--- config.mk ---
export PLATFORM = sky130hd
export DESIGN_NAME = sws_engine
export DESIGN_NICKNAME = d
export VERILOG_FILES = /design/src/rtl/sws_pkg.sv /design/src/rtl/sws_engine.sv /design/src/rtl/sws_fifo.sv /design/src/rtl/sws_range_chk.sv
export SDC_FILE = /design/constraint.sdc
export NUM_CORES = 2
export LEC_CHECK = 0
export BUFFER_PORTS_ARGS = -buffer_cell sky130_fd_sc_hd__buf_2
export CORE_ASPECT_RATIO = 0.5
export CORE_UTILIZATION = 30
export DETAILED_ROUTE_END_ITERATION = 10
export SETUP_SLACK_MARGIN = 0.05
export SLEW_MARGIN = 40
export SYNTH_ARGS = -nofsm -noshare
export SYNTH_HDL_FRONTEND = slang
export SYNTH_SLANG_ARGS = --single-unit
--- constraint.sdc ---
create_clock -name i_sys_clk -period 7 [get_ports i_sys_clk]
set_input_delay 1.05 -clock i_sys_clk [delete_from_list [all_inputs] [get_ports i_sys_clk]]
set_output_delay 1.05 -clock i_sys_clk [all_outputs]
set_load 0.01 [all_outputs]
--- src/rtl/sws_pkg.sv ---
// Constants, encodings and state type shared by the write-same fill engine.
// Assumes a single 10 MHz clock domain and key-sector words of 16 bits.
// How it works
// - Action code 0002h selects the write-same fill.
// - Function codes pick background or blocking variant.
// - Key words 5:2 start, 9:6 count.
// - Pattern fill writes 32-bit words 11-10 repeatedly.
// - Words 15-12 give multi-sector pattern length.
// - Acceptance returns error 00h, status 50h, count 1; the engine puts 1 in cylinder low and leaves count unchanged.
// - Sectors written ascending from start, stop at count.
// - Zero count fills through the last user block.
// - Never write beyond last user block into hidden area.
// - Out-of-range start or end aborts without writing.
// - Complete whole-drive fill sets segment-initialized flag.
// - Any other user sector write clears the flag.
// - Read-triggered reallocations leave the flag alone.
// - Background mode completes once data is received.
// - Any non-status command terminates a background fill.
// - Extended status FFFFh running, 0000h clean end.
// - Interrupted background gives 0008h, media error 0009h.
// - Blocking mode completes only after the fill ends.
// - Errors put extended status in count and number.
// - Blocking fill media error reports 0017h.
// - Status response carries the extended status word.
// - Status response carries the current fill address.
// - Drive status reads 5 during background fill.
package sws_pkg;

    localparam int LBA_W = 64;
    localparam int WORD_W = 16;
    localparam int FIFO_DEPTH = 8;
    localparam int REM_W = 40;

    localparam logic [15:0] ACT_WRITE_SAME = 16'h0002;
    localparam logic [15:0] FN_BG_PATTERN = 16'h0001;
    localparam logic [15:0] FN_BG_SECTOR = 16'h0002;
    localparam logic [15:0] FN_BG_MULTI = 16'h0003;
    localparam logic [15:0] FN_BLK_PATTERN = 16'h0101;
    localparam logic [15:0] FN_BLK_SECTOR = 16'h0102;

    // Key-sector word positions.
    localparam logic [7:0] KW_ACTION = 8'h00;
    localparam logic [7:0] KW_FUNCTION = 8'h01;
    localparam logic [7:0] KW_START = 8'h02;
    localparam logic [7:0] KW_COUNT = 8'h06;
    localparam logic [7:0] KW_PATTERN = 8'h0A;
    localparam logic [7:0] KW_PLEN = 8'h0C;

    localparam logic [REM_W-1:0] SECTOR_WORDS = 40'h00_0000_0100;

    // Task-file answer values.
    localparam logic [7:0] TF_ERR_NONE = 8'h00;
    localparam logic [7:0] TF_ERR_ABORT = 8'h04;
    localparam logic [7:0] TF_STAT_OK = 8'h50;
    localparam logic [7:0] TF_STAT_ERR = 8'h51;
    localparam logic [7:0] TF_XFER_LO = 8'h01;
    localparam logic [7:0] TF_XFER_HI = 8'h00;

    // Extended status codes.
    localparam logic [15:0] EXT_OK = 16'h0000;
    localparam logic [15:0] EXT_RUNNING = 16'hFFFF;
    localparam logic [15:0] EXT_BG_ABORTED = 16'h0008;
    localparam logic [15:0] EXT_BG_MEDIA = 16'h0009;
    localparam logic [15:0] EXT_BLK_MEDIA = 16'h0017;
    localparam logic [15:0] EXT_BAD_FUNC = 16'h0004;
    localparam logic [15:0] EXT_BAD_RANGE = 16'h0005;

    localparam logic [7:0] DRV_ACTIVE = 8'h00;
    localparam logic [7:0] DRV_BG_SCT = 8'h05;

    typedef enum logic [2:0] {
        SWS_IDLE  = 3'b000,
        SWS_KEY   = 3'b001,
        SWS_CHECK = 3'b010,
        SWS_RECV  = 3'b011,
        SWS_FILL  = 3'b100
    } sws_state_t;

endpackage

--- src/rtl/sws_engine.sv ---
// Write-same fill engine: takes a key sector, checks it, receives sector
// data into a FIFO, walks the media one block at a time and reports status.
// Assumes a media port that acks each block write and a buffer that drains
// the FIFO and repeats the received data; new commands arrive as pulses.
`timescale 1ns/10ps
`default_nettype none
module sws_engine (
    input  wire logic                       i_sys_clk,
    input  wire logic                       i_arst_n,
    input  wire logic                       i_key_vld,
    input  wire logic [sws_pkg::WORD_W-1:0] i_key_word,
    input  wire logic                       i_key_last,
    output logic                            o_key_rdy,
    input  wire logic                       i_dat_vld,
    input  wire logic [sws_pkg::WORD_W-1:0] i_dat,
    output logic                            o_dat_rdy,
    output logic                            o_buf_vld,
    output logic [sws_pkg::WORD_W-1:0]      o_buf_dat,
    input  wire logic                       i_buf_rdy,
    input  wire logic [sws_pkg::LBA_W-1:0]  i_last_user_lba,
    input  wire logic                       i_cmd_new,
    input  wire logic                       i_cmd_is_status,
    input  wire logic                       i_host_wr,
    input  wire logic                       i_read_realloc,
    output logic                            o_med_req,
    output logic [sws_pkg::LBA_W-1:0]       o_med_lba,
    output logic                            o_med_pat_mode,
    output logic [31:0]                     o_med_pat,
    input  wire logic                       i_med_ack,
    input  wire logic                       i_med_err,
    output logic                            o_tf_vld,
    output logic [7:0]                      o_tf_err,
    output logic [7:0]                      o_tf_cnt,
    output logic [7:0]                      o_tf_num,
    output logic [7:0]                      o_tf_cyl_lo,
    output logic [7:0]                      o_tf_cyl_hi,
    output logic [7:0]                      o_tf_stat,
    output logic [15:0]                     o_ext_status,
    output logic [15:0]                     o_last_func,
    output logic [sws_pkg::LBA_W-1:0]       o_cur_lba,
    output logic [7:0]                      o_drv_state,
    output logic                            o_seg_init
);
    import sws_pkg::*;

    typedef struct packed {
        sws_state_t         st;
        logic [7:0]         widx;
        logic [15:0]        act;
        logic [15:0]        fn;
        logic [LBA_W-1:0]   start;
        logic [LBA_W-1:0]   cnt;
        logic [31:0]        pat;
        logic [LBA_W-1:0]   plen;
        logic [LBA_W-1:0]   cur;
        logic [LBA_W-1:0]   last;
        logic [REM_W-1:0]   rem;
        logic               bg;
        logic               full;
        logic [15:0]        ext;
        logic               seg;
        logic               tf_vld;
        logic [7:0]         tf_err;
        logic [7:0]         tf_cnt;
        logic [7:0]         tf_num;
        logic [7:0]         tf_clo;
        logic [7:0]         tf_chi;
        logic [7:0]         tf_stat;
    } sws_regs_t;

    sws_regs_t r_q;
    sws_regs_t r_d;

    logic             rng_ok;
    logic [LBA_W-1:0] rng_end;
    logic             fifo_in_rdy;
    logic             dat_take;
    logic             fn_known;
    logic             fn_pattern;
    logic             fn_bg;
    logic             bg_kill;
    logic             fill_done;
    logic             seg_set;

    sws_range_chk u_rng (
        .i_start (r_q.start),
        .i_count (r_q.cnt),
        .i_last  (i_last_user_lba),
        .o_ok    (rng_ok),
        .o_end   (rng_end)
    );

    // Sector data passes through the FIFO; a stalled buffer stalls the host.
    sws_fifo #(
        .WIDTH (WORD_W),
        .DEPTH (FIFO_DEPTH)
    ) u_fifo (
        .i_sys_clk (i_sys_clk),
        .i_arst_n  (i_arst_n),
        .i_in_vld  (dat_take),
        .i_in_dat  (i_dat),
        .o_in_rdy  (fifo_in_rdy),
        .o_out_vld (o_buf_vld),
        .o_out_dat (o_buf_dat),
        .i_out_rdy (i_buf_rdy)
    );

    // Function decode; the multi-sector variant is treated as background.
    assign fn_pattern = (r_q.fn == FN_BG_PATTERN) || (r_q.fn == FN_BLK_PATTERN);
    assign fn_bg = (r_q.fn == FN_BG_PATTERN) || (r_q.fn == FN_BG_SECTOR) ||
                   (r_q.fn == FN_BG_MULTI);
    assign fn_known = fn_bg || (r_q.fn == FN_BLK_PATTERN) || (r_q.fn == FN_BLK_SECTOR);

    // Handshakes are combinational from state.
    assign o_key_rdy = (r_q.st == SWS_IDLE) || (r_q.st == SWS_KEY);
    assign o_dat_rdy = (r_q.st == SWS_RECV) && fifo_in_rdy;
    assign dat_take = o_dat_rdy && i_dat_vld;
    assign o_med_req = (r_q.st == SWS_FILL);

    // A status request passes through a background fill untouched.
    assign bg_kill = (r_q.st == SWS_FILL) && r_q.bg && i_cmd_new && !i_cmd_is_status;
    assign fill_done = (r_q.st == SWS_FILL) && i_med_ack && !i_med_err && !bg_kill &&
                       (r_q.cur == r_q.last);
    assign seg_set = fill_done && r_q.full;

    always_comb begin
        r_d = r_q;
        r_d.tf_vld = 1'b0;
        // Host writes clear the flag; a clean whole-drive fill sets it and
        // wins when both land in one cycle. Read reallocations are ignored.
        if (i_host_wr && !i_read_realloc) begin
            r_d.seg = 1'b0;
        end
        case (r_q.st)
            SWS_IDLE, SWS_KEY: begin
                if (i_key_vld) begin
                    r_d.st = i_key_last ? SWS_CHECK : SWS_KEY;
                    r_d.widx = (r_q.widx == 8'hFF) ? r_q.widx : r_q.widx + 8'h01;
                    // Each key word lands in its field, low word first.
                    case (r_q.widx)
                        KW_ACTION: r_d.act = i_key_word;
                        KW_FUNCTION: r_d.fn = i_key_word;
                        KW_START, KW_START + 8'h01, KW_START + 8'h02, KW_START + 8'h03: begin
                            r_d.start[16*(r_q.widx - KW_START) +: 16] = i_key_word;
                        end
                        KW_COUNT, KW_COUNT + 8'h01, KW_COUNT + 8'h02, KW_COUNT + 8'h03: begin
                            r_d.cnt[16*(r_q.widx - KW_COUNT) +: 16] = i_key_word;
                        end
                        KW_PATTERN, KW_PATTERN + 8'h01: begin
                            r_d.pat[16*(r_q.widx - KW_PATTERN) +: 16] = i_key_word;
                        end
                        KW_PLEN, KW_PLEN + 8'h01, KW_PLEN + 8'h02, KW_PLEN + 8'h03: begin
                            r_d.plen[16*(r_q.widx - KW_PLEN) +: 16] = i_key_word;
                        end
                        default: begin
                        end
                    endcase
                    if (r_q.st == SWS_IDLE) begin
                        r_d.widx = 8'h01;
                        r_d.act = i_key_word;
                    end
                end
            end
            SWS_CHECK: begin
                r_d.widx = 8'h00;
                r_d.st = SWS_IDLE;
                if (r_q.act != ACT_WRITE_SAME) begin
                    // Other actions belong to other handlers; stay silent.
                    r_d.st = SWS_IDLE;
                end else if (!fn_known) begin
                    r_d.ext = EXT_BAD_FUNC;
                    r_d.tf_vld = 1'b1;
                    r_d.tf_err = TF_ERR_ABORT;
                    r_d.tf_cnt = EXT_BAD_FUNC[7:0];
                    r_d.tf_num = EXT_BAD_FUNC[15:8];
                    r_d.tf_stat = TF_STAT_ERR;
                end else if (!rng_ok) begin
                    r_d.ext = EXT_BAD_RANGE;
                    r_d.tf_vld = 1'b1;
                    r_d.tf_err = TF_ERR_ABORT;
                    r_d.tf_cnt = EXT_BAD_RANGE[7:0];
                    r_d.tf_num = EXT_BAD_RANGE[15:8];
                    r_d.tf_stat = TF_STAT_ERR;
                end else begin
                    r_d.cur = r_q.start;
                    r_d.last = rng_end;
                    r_d.full = (r_q.start == '0) && (rng_end == i_last_user_lba);
                    r_d.bg = fn_bg;
                    r_d.ext = fn_bg ? EXT_RUNNING : r_q.ext;
                    r_d.rem = (r_q.fn == FN_BG_MULTI) ?
                              {r_q.plen[REM_W-9:0], 8'h00} : SECTOR_WORDS;
                    r_d.st = fn_pattern ? SWS_FILL : SWS_RECV;
                    // A pattern fill has no data phase, so background ends now.
                    if (fn_pattern && fn_bg) begin
                        r_d.tf_vld = 1'b1;
                        r_d.tf_err = TF_ERR_NONE;
                        r_d.tf_clo = TF_XFER_LO;
                        r_d.tf_chi = TF_XFER_HI;
                        r_d.tf_stat = TF_STAT_OK;
                    end
                end
            end
            SWS_RECV: begin
                if (dat_take) begin
                    r_d.rem = r_q.rem - 1'b1;
                    if (r_q.rem <= {{(REM_W-1){1'b0}}, 1'b1}) begin
                        r_d.st = SWS_FILL;
                        if (r_q.bg) begin
                            r_d.tf_vld = 1'b1;
                            r_d.tf_err = TF_ERR_NONE;
                            r_d.tf_clo = TF_XFER_LO;
                            r_d.tf_chi = TF_XFER_HI;
                            r_d.tf_stat = TF_STAT_OK;
                        end
                    end
                end
            end
            SWS_FILL: begin
                if (bg_kill) begin
                    r_d.ext = EXT_BG_ABORTED;
                    r_d.st = SWS_IDLE;
                end else if (i_med_err) begin
                    r_d.ext = r_q.bg ? EXT_BG_MEDIA : EXT_BLK_MEDIA;
                    r_d.st = SWS_IDLE;
                    if (!r_q.bg) begin
                        r_d.tf_vld = 1'b1;
                        r_d.tf_err = TF_ERR_ABORT;
                        r_d.tf_cnt = EXT_BLK_MEDIA[7:0];
                        r_d.tf_num = EXT_BLK_MEDIA[15:8];
                        r_d.tf_stat = TF_STAT_ERR;
                    end
                end else if (i_med_ack) begin
                    // Every written block is a user write and drops the flag, so a whole-drive fill cut
                    // after its first acked block leaves it clear; the final ack sets it below.
                    r_d.seg = 1'b0;
                    if (fill_done) begin
                        r_d.ext = EXT_OK;
                        r_d.st = SWS_IDLE;
                        if (!r_q.bg) begin
                            r_d.tf_vld = 1'b1;
                            r_d.tf_err = TF_ERR_NONE;
                            r_d.tf_clo = TF_XFER_LO;
                            r_d.tf_chi = TF_XFER_HI;
                            r_d.tf_stat = TF_STAT_OK;
                        end
                    end else begin
                        r_d.cur = r_q.cur + 1'b1;
                    end
                end
            end
            default: begin
                r_d.st = SWS_IDLE;
            end
        endcase
        if (seg_set) begin
            r_d.seg = 1'b1;
        end
    end

    // Single state register; everything resets to an idle, clean engine.
    always_ff @(posedge i_sys_clk or negedge i_arst_n) begin
        if (!i_arst_n) begin
            r_q <= '0;
        end else begin
            r_q <= r_d;
        end
    end

    // All data outputs but the buffer data come from the state register.
    assign o_med_lba = r_q.cur;
    assign o_med_pat_mode = fn_pattern;
    assign o_med_pat = r_q.pat;
    assign o_tf_vld = r_q.tf_vld;
    assign o_tf_err = r_q.tf_err;
    assign o_tf_cnt = r_q.tf_cnt;
    assign o_tf_num = r_q.tf_num;
    assign o_tf_cyl_lo = r_q.tf_clo;
    assign o_tf_cyl_hi = r_q.tf_chi;
    assign o_tf_stat = r_q.tf_stat;
    assign o_ext_status = r_q.ext;
    assign o_last_func = r_q.fn;
    assign o_cur_lba = r_q.cur;
    assign o_drv_state = ((r_q.st == SWS_FILL) && r_q.bg) ? DRV_BG_SCT : DRV_ACTIVE;
    assign o_seg_init = r_q.seg;

    property p_tf_ok;
        @(posedge i_sys_clk) disable iff (!i_arst_n)
        (o_tf_vld && o_tf_stat == 8'h50) |->
            (o_tf_err == 8'h00 && o_tf_cyl_lo == 8'h01 && o_tf_cyl_hi == 8'h00);
    endproperty
    a_tf_ok: assert property (p_tf_ok) else $error("success answer fields wrong");

    property p_tf_err;
        @(posedge i_sys_clk) disable iff (!i_arst_n)
        (o_tf_vld && o_tf_stat != 8'h50) |->
            (o_tf_stat == 8'h51 && o_tf_err == 8'h04 && {o_tf_num, o_tf_cnt} == o_ext_status);
    endproperty
    a_tf_err: assert property (p_tf_err) else $error("error answer fields wrong");

    property p_bg_running;
        @(posedge i_sys_clk) disable iff (!i_arst_n)
        (o_drv_state == 8'h05) |-> (o_ext_status == 16'hFFFF && o_med_req);
    endproperty
    a_bg_running: assert property (p_bg_running) else $error("background status wrong");

    property p_drv;
        @(posedge i_sys_clk) disable iff (!i_arst_n)
        (o_med_req && o_ext_status == 16'hFFFF) |-> (o_drv_state == 8'h05);
    endproperty
    a_drv: assert property (p_drv) else $error("drive status not 5 in background");

    property p_abort;
        @(posedge i_sys_clk) disable iff (!i_arst_n)
        (o_drv_state == 8'h05 && i_cmd_new && !i_cmd_is_status) |=>
            (!o_med_req && o_ext_status == 16'h0008 && !o_tf_vld);
    endproperty
    a_abort: assert property (p_abort) else $error("interrupting command not honoured");

    property p_blk_err;
        @(posedge i_sys_clk) disable iff (!i_arst_n)
        (o_med_req && !r_q.bg && i_med_err) |=>
            (o_tf_vld && o_ext_status == 16'h0017 && !o_med_req);
    endproperty
    a_blk_err: assert property (p_blk_err) else $error("blocking media error not reported");

    property p_lba_inc;
        @(posedge i_sys_clk) disable iff (!i_arst_n)
        (o_med_req && i_med_ack && !i_med_err && !i_cmd_new && o_med_lba != r_q.last) |=>
            (o_med_req && o_med_lba == $past(o_med_lba) + 64'h1);
    endproperty
    a_lba_inc: assert property (p_lba_inc) else $error("fill address not ascending");

    property p_blk_hold;
        @(posedge i_sys_clk) disable iff (!i_arst_n)
        (o_med_req && !r_q.bg) |-> !o_tf_vld;
    endproperty
    a_blk_hold: assert property (p_blk_hold) else $error("blocking completion too early");

    property p_seg;
        @(posedge i_sys_clk) disable iff (!i_arst_n)
        (i_host_wr && !i_read_realloc && !seg_set) |=> !o_seg_init;
    endproperty
    a_seg: assert property (p_seg) else $error("host write left flag set");
endmodule
`default_nettype wire

--- src/rtl/sws_fifo.sv ---
// Small flip-flop FIFO with valid/ready on both sides.
// Assumes one clock; a full FIFO drops its input ready so the source stalls.
`timescale 1ns/10ps
`default_nettype none
module sws_fifo #(
    parameter int WIDTH = 16,
    parameter int DEPTH = 8
) (
    input  wire logic             i_sys_clk,
    input  wire logic             i_arst_n,
    input  wire logic             i_in_vld,
    input  wire logic [WIDTH-1:0] i_in_dat,
    output logic                  o_in_rdy,
    output logic                  o_out_vld,
    output logic      [WIDTH-1:0] o_out_dat,
    input  wire logic             i_out_rdy
);
    localparam int AW = $clog2(DEPTH);

    logic [WIDTH-1:0] mem_q [DEPTH];
    logic [AW-1:0]    wp_q;
    logic [AW-1:0]    rp_q;
    logic [AW:0]      cnt_q;
    logic             push;
    logic             pop;

    // Full and empty come straight from the occupancy count.
    assign o_in_rdy = (cnt_q != (AW+1)'(DEPTH));
    assign o_out_vld = (cnt_q != '0);
    assign o_out_dat = mem_q[rp_q];
    assign push = i_in_vld && o_in_rdy;
    assign pop = o_out_vld && i_out_rdy;

    // Pointers wrap by index; depth is a power of two.
    always_ff @(posedge i_sys_clk or negedge i_arst_n) begin
        if (!i_arst_n) begin
            wp_q <= '0;
            rp_q <= '0;
            cnt_q <= '0;
        end else begin
            if (push) begin
                wp_q <= wp_q + 1'b1;
            end
            if (pop) begin
                rp_q <= rp_q + 1'b1;
            end
            cnt_q <= cnt_q + (AW+1)'(push) - (AW+1)'(pop);
        end
    end

    // Storage needs no reset; only written entries are ever read.
    always_ff @(posedge i_sys_clk) begin
        if (push) begin
            mem_q[wp_q] <= i_in_dat;
        end
    end
endmodule
`default_nettype wire

--- src/rtl/sws_range_chk.sv ---
// Range check of a requested fill against the last user block.
// Assumes the last user block already reflects the protected-area setting.
`timescale 1ns/10ps
`default_nettype none
module sws_range_chk (
    input  wire logic [sws_pkg::LBA_W-1:0] i_start,
    input  wire logic [sws_pkg::LBA_W-1:0] i_count,
    input  wire logic [sws_pkg::LBA_W-1:0] i_last,
    output logic                           o_ok,
    output logic [sws_pkg::LBA_W-1:0]      o_end
);
    import sws_pkg::*;

    logic [LBA_W:0] sum;
    logic [LBA_W:0] limit;

    // Widened by one bit so a huge count cannot wrap past the check.
    assign sum = {1'b0, i_start} + {1'b0, i_count};
    assign limit = {1'b0, i_last} + {{LBA_W{1'b0}}, 1'b1};
    assign o_ok = (i_start <= i_last) && ((i_count == '0) || (sum <= limit));
    // A zero count runs to the last user block and never past it.
    assign o_end = (i_count == '0) ? i_last : LBA_W'(sum - 1'b1);
endmodule
`default_nettype wire

# [Yosys cells after proc, flatten, opt, wreduce, memory -nomap -nowiden]
# Memory sizes are Yosys's and may differ from the RTL's.
# Index checks and enable logic that the tools add are counted.
[op_classes] add_sub_neg=18 magnitude_cmp=3 eq_ne=52 shift=8 mux=85 bitwise_logic=1 n_reduce_logical=57
[op_table] operator="64-bit 2-to-1 mux" count=8
[op_table] operator="170-bit 2-to-1 mux" count=2
[op_table] operator="267-bit 2-to-1 mux" count=1
[op_table] operator="16-bit 2-to-1 mux" count=13
[op_table] operator="64-bit bitwise mux" count=3
[op_table] operator="24-bit 2-to-1 mux" count=8
[op_table] operator="16-bit by 34-bit variable shift with 64-bit output, first input constant" count=3
[op_table] operator="16-bit by 34-bit variable part select with 64-bit output" count=3
[op_table] operator="186-bit 2-to-1 mux" count=1
[op_table] operator="32-bit negator with 34-bit output" count=4
[op_table] operator="64-bit == test" count=2
[op_table] operator="64-bit logical NOT" count=2
[op_table] operator="64-bit one-hot mux with 2 select lines" count=1
[op_table] operator="40-bit 2-to-1 mux" count=2
[op_table] operator="40-bit one-hot mux with 2 select lines" count=1
[op_table] operator="9-bit 2-to-1 mux" count=8
[op_table] operator="24-bit one-hot mux with 3 select lines" count=1
[op_table] operator="64-bit by 1-bit adder with 65-bit output, second input constant" count=1
[op_table] operator="64-bit by 64-bit adder with 65-bit output" count=1
[op_table] operator="65-bit <= comparator" count=1
[op_table] operator="64-bit by 1-bit adder with 64-bit output, second input constant" count=1
[op_table] operator="8-bit by 4-bit == test with 1-bit output, second input constant" count=8
[op_table] operator="64-bit <= comparator" count=1
[op_table] operator="16-bit one-hot mux with 2 select lines" count=2
[op_table] operator="61 further kinds" count=146
[word_totals] ff_bits=513 mem_bits_rw=128 inputBits=108 wordCells=250 memories=1
[memory_table] memory="u_fifo.mem_q" words=8 width=16 read_ports=1 rd_clocked_by_memory_dff=0 wr=1 line="sws_fifo.sv:20" text="logic [WIDTH-1:0] mem_q [DEPTH];"

# [Depth between registers and ports, before layout]
[depth] depth_word=13 ltp_mapped=29 ltp_nobuf=27

# [Hierarchy]
# From an unflattened synthesis, not the netlist that was laid out.
[hier_totals] cells_unflattened=4659 area_unflattened_um2=41546.1
[by_module_without_submodules] mod="sws_engine" n_inst=1 cells_per_inst=2803 area_each_um2=25359.3
[by_module_without_submodules] mod="sws_range_chk" n_inst=1 cells_per_inst=1615 area_each_um2=10685.2
[by_module_without_submodules] mod="sws_fifo" n_inst=1 cells_per_inst=241 area_each_um2=5501.5

# [Least setup slack after synthesis]
# Ideal clock, no wire load.
[synth_timing] kind="input-to-reg" startpoint="input i_last_user_lba[6] (netlist bit)" endpoint="register r_q[66] (netlist bit)" setup_time_ns=0.067 arrival_ns=6.608 t_required_ns=6.933 slack_ns=0.325 stages=26 n_path_buf=1 path_cell_list="clkbuf_1 inv_1 nor3_1 nand2_1 or3_1 nor3_1 nand3_1 nor3_1 nand3_1 nor4_1 xnor2_1 ha_1 a21o_1 a21o_1 a21oi_1 nor2b_1 o21ai_0 nand2b_1 a21oi_1 a31oi_1 a211o_1 a2111oi_0 o2111ai_1 or4_1 or4_1 nand2_1"
[synth_between] elab_chain_cells=5
[synth_rtl] element="from (decl)" line="sws_engine.sv:20" text="input wire logic [sws_pkg::LBA_W-1:0] i_last_user_lba,"
[synth_rtl] element="64-bit by 1-bit adder with 65-bit output" line="sws_range_chk.sv:19" text="assign limit = {1'b0, i_last} + {{LBA_W{1'b0}}, 1'b1};"
[synth_rtl] element="65-bit <= comparator" line="sws_range_chk.sv:20" text="assign o_ok = (i_start <= i_last) && ((i_count == '0) || (sum <= limit));"
[synth_rtl] element="1-bit logical OR" line="sws_range_chk.sv:20"
[synth_rtl] element="1-bit logical AND" line="sws_range_chk.sv:20"
[synth_rtl] element="4-bit AND reduction (no line)"
[synth_rtl] element="to (signal assigned)" line="sws_engine.sv:265" text="r_q <= r_d;"
[synth_rtl] element="to (decl)" line="sws_engine.sv:71" text="sws_regs_t r_q;"
# Several ways; a longest one is shown, not always the timed one.
# A chain may end at the register's enable or synchronous reset.

# [Final worst setup path]
[layout_timing] startpoint="register r_q[397] (netlist bit)" endpoint="register r_q[66] (netlist bit)"
[layout_between] elab_chain_cells=5
[layout_rtl] element="64-bit by 64-bit adder with 65-bit output" line="sws_range_chk.sv:18" text="assign sum = {1'b0, i_start} + {1'b0, i_count};"
[layout_rtl] element="64-bit by 1-bit subtractor with 64-bit output or 65-bit <= comparator (tied branches)" line="sws_range_chk.sv:22, sws_range_chk.sv:20"
[layout_rtl] element="64-bit 2-to-1 mux or 1-bit logical OR (tied branches)" line="sws_range_chk.sv:22, sws_range_chk.sv:20"
[layout_rtl] element="64-bit == test or 1-bit logical AND (tied branches)" line="sws_engine.sv:187, sws_range_chk.sv:20"
[layout_rtl] element="1-bit logical AND or 4-bit AND reduction (tied branches)"
# Several ways; a longest one is shown, not always the timed one.

==> results_dict.tcl <==
set metrics [dict create \
    outcome "finished, final reports clean" \
    clock-root-buffer "clkbuf_16" \
    htree_levels 2 \
    layoutNonFillerInstCount 6678 \
    die_w_um 524 \
    clock-sinks 557 \
    critical_path_required_ns 7.58 \
    post-place-ws_ns -0.0521 \
    start_kind "flop" \
    antenna_left 0 \
    synth-simple-area-share_pct 19.3 \
    period_share_pct 94.9 \
    finalWeightedCongestion 1.04 \
    rr_startpoint "r_q[397]" \
    finalSetupViolations 0 \
    regToRegSetupSlack_ns 0.36 \
    numCtsBuffers 59 \
    period_minus_slack_ns 6.64 \
    grt_pass1_wl_um 228000 \
    overflow 0 \
    clock_skew_ns 0.0247 \
    coreArea_mm2 0.135 \
    cp_max_fo 6 \
    fp.dieH_um 263 \
    post_cts_buffers 0 \
    yosysUniqueCellTypes 106 \
    synth_ff_type "dfrtp_1" \
    initial_core_util_pct 30.4 \
    synth_cells 4726 \
    endpoint "r_q[66]" \
    synth-seq-cells 557 \
    whs_ns 0.343 \
    final_max_slew_viol_count 0 \
    synth_compound_area_share_pct 17.9 \
    drt_first_iter_violations 4094 \
    rows 95 \
    startpoint "r_q[397]" \
    cts_tree "built" \
    tightest_slew_ns 0.923 \
    multi_input_area_mm2 0.0232 \
    synth_area_mm2 0.0409 \
    die_area_mm2 0.138 \
    nFillCells 14000 \
    ys_warn_count 0 \
    leakage_nw 20.6 \
    insertion_delay_ns 0.66 \
    hold_violations 0 \
    final_util_pct 34.0 \
    synth_top_family_by_area "simple AND/OR/NAND/NOR gates" \
    grt_max_degree 100 \
    cp.arrival_ns 7.22 \
    r2r-end "r_q[66]" \
    wl_um 156000 \
    path_class "flop to flop" \
    syn_area_per_cell_um2 8.66 \
    crit_path_end_kind "flop" \
    hold_class "primary input to async pin" \
    ir_worst_vdd_mv 0.202 \
    synth-async-reset-ratio_pct 77.0 \
    vias 36700 \
    synth_edf_count 128 \
    post-dp-hpwl_um 122000 \
    rsz0062_at_grt "no" \
    io_pins 379 \
    cts-hold-fix-buffers 0 \
    power_density_mw_per_mm2 206 \
    antenna_found_initial 13 \
    synth-seq-area-share_pct 35.6 \
    first_pass_iters 6 \
    wire_per_inst_um 23.4 \
    max-slew-margin-rel_pct 38.5 \
    fmax_mhz 151 \
    synth_mux_area_share_pct 5.07 \
    syn_to_final_growth_pct 11.8 \
    viasPerCell 5.50 \
    drv_cap 0 \
    r2r_cells 21 \
    io_buffers 333 \
    regArea_mm2 0.0146 \
    first_global_vias 33600 \
    dp.cells 6569 \
    drc 0 \
    groute.usage.overall_pct 22.0 \
    drive_gt1_share_pct 16.9 \
    yosys.area_share.adder_pct 7.59 \
    path_clk_slew_ns 0.07 \
    cts_buffer_depth 3 \
    synth-xor-area-share_pct 6.09 \
    fin_ws_ns 0.358 \
    finalNetCount 5191 \
]
## final cells by class
class,instances,area share [%]
diodes,2,0.0109
well taps,1794,4.90
repair buffers,493,6.65
flip-flops and latches,557,31.9
multi-input cells,3546,50.7
clock buffers,78,3.62
inverters,179,1.47
clock inverters,29,0.733
## cell usage after synthesis (21+ instances only)
library cell / n / area, µm²
nand2_1: 542 / 2030
o21ai_0: 457 / 2290
dfrtp_1: 429 / 10700
nor2_1: 346 / 1300
a21oi_1: 306 / 1530
buf_4: 247 / 1850
ha_1: 245 / 3070
clkbuf_1: 214 / 803
xnor2_1: 184 / 1610
inv_1: 175 / 657
nand3_1: 145 / 726
nand4_1: 132 / 826
edfxtp_1: 128 / 3840
nor4_1: 118 / 738
nor3_1: 110 / 551
mux2_2: 106 / 1190
a21o_1: 96 / 721
xor2_1: 77 / 674
and3_1: 49 / 307
mux4_2: 32 / 721
a31oi_1: 31 / 194
a32oi_1: 23 / 201
o22ai_1: 22 / 138
o21ai_1: 21 / 105
or3_1: 21 / 131
## worst min-delay path by stage
| stage | startpoint | end | depth (start not counted) |
|---|---|---|---|
| global placement | o_tf_cyl_lo[0] | o_tf_cyl_lo[0] | 1 |
| CTS | i_arst_n | o_last_func[1] | 1 |
| floorplan | o_tf_cyl_lo[0] | o_tf_cyl_lo[0] | 1 |
| detailed placement | o_tf_cyl_lo[0] | o_tf_cyl_lo[0] | 1 |
| finish | i_arst_n | o_last_func[1] | 1 |
| global route | i_arst_n | o_last_func[1] | 1 |
## metrics by stage
stage	instance area [µm²]	total power, mW	TNS, ns
3_5_place_dp	43700	6.24	-0.0521
2_1_floorplan	41100	5.52	0
5_1_grt	45800	9.85	0
6_report	45800	9.42	0
4_1_cts	45700	9.48	0
3_3_place_gp	43600	6.20	0
## sequential cells by signal, indices dropped and copies added (netlist names), 3 cells and up
register,count
r_q,293
u_fifo.mem_q,128
o_cur_lba,64
o_med_pat,32
o_last_func,16
o_ext_status,5
u_fifo.cnt_q,4
o_tf_cnt,3
u_fifo.rp_q,3
u_fifo.wp_q,3
## report_power, final
group          leakage (nW)  internal, mW  total [mW]  switching (mW)
clock network         0.967          1.86        3.24            1.39
registers              6.89          3.56        3.90           0.340
logic                  12.7         0.916        2.28            1.36
## critical path: stages, from the launching register on
cell and delay [ns]:
dfrtp_1 0.68, ha_1 0.36, a211oi_4 0.36, o211ai_2 0.17, and3_1 0.23, or4b_4 0.58
a221oi_1 0.82, ha_1 0.38, a21o_1 0.16, a21oi_1 0.12, o21ai_0 0.09, a21o_1 0.20
a221oi_1 0.29, o221ai_1 0.19, nand3_1 0.12, a31oi_1 0.11, a211o_2 0.31, a2111oi_2 0.26
o2111ai_1 0.16, or4_1 0.40, or4_1 0.47, nand2_1 0.08
## cells in the final DEF (no fill, tap or decap), types with 22 or more instances in the layout
master and n:
nand2_1 537, o21ai_0 457, dfrtp_1 425, nor2_1 342, buf_2 332, a21oi_1 306, ha_1 245, xnor2_1 184
inv_1 175, buf_4 148, nand3_1 143, nand4_1 132, edfxtp_1 128, nor4_1 114, mux2_2 106, nor3_1 104
a21o_1 96, xor2_1 75, clkbuf_16 60, and3_1 47, conb_1 45, mux4_2 32, a31oi_1 31, a32oi_1 23
o22ai_1 22
## cells by family (layout without fill, tap and decap cells)
| group | count (synthesis) | in the layout |
|---|---|---|
| and+or+nand+nor | 1627 | 1627 |
| AOI/OAI and AO/OA | 1202 | 1202 |
| buffers and inverters | 667 | 779 |
| DFF | 557 | 557 |
| xor gates and xnor gates | 271 | 271 |
| adders and majority gates | 247 | 247 |
| muxes | 154 | 154 |
| other | 1 | 47 |
## layer usage
| metal | wire (µm) | part of all wire (%) | global-route usage, % | vias to the layer above |
|---|---|---|---|---|
| li1 | - | - | - | 17100 |
| met1 | 70800 | 45 | 31.8 | 18000 |
| met2 | 68600 | 44 | 33.6 | 1443 |
| met3 | 12200 | 7.8 | 3.45 | 235 |
| met4 | 4930 | 3.2 | 6.32 | 2 |
| met5 | 17 | 0.011 | 0 | - |
## what timing repair did
| item | 4_1_cts | 5_1_grt |
|---|---|---|
| resized for setup | 0 | 2 |
| hold endpoints to repair | 0 | 0 |
| endpoints found under the setup margin | 0 | 1 |
No activity file was read; power rests on OpenSTA's default activity.
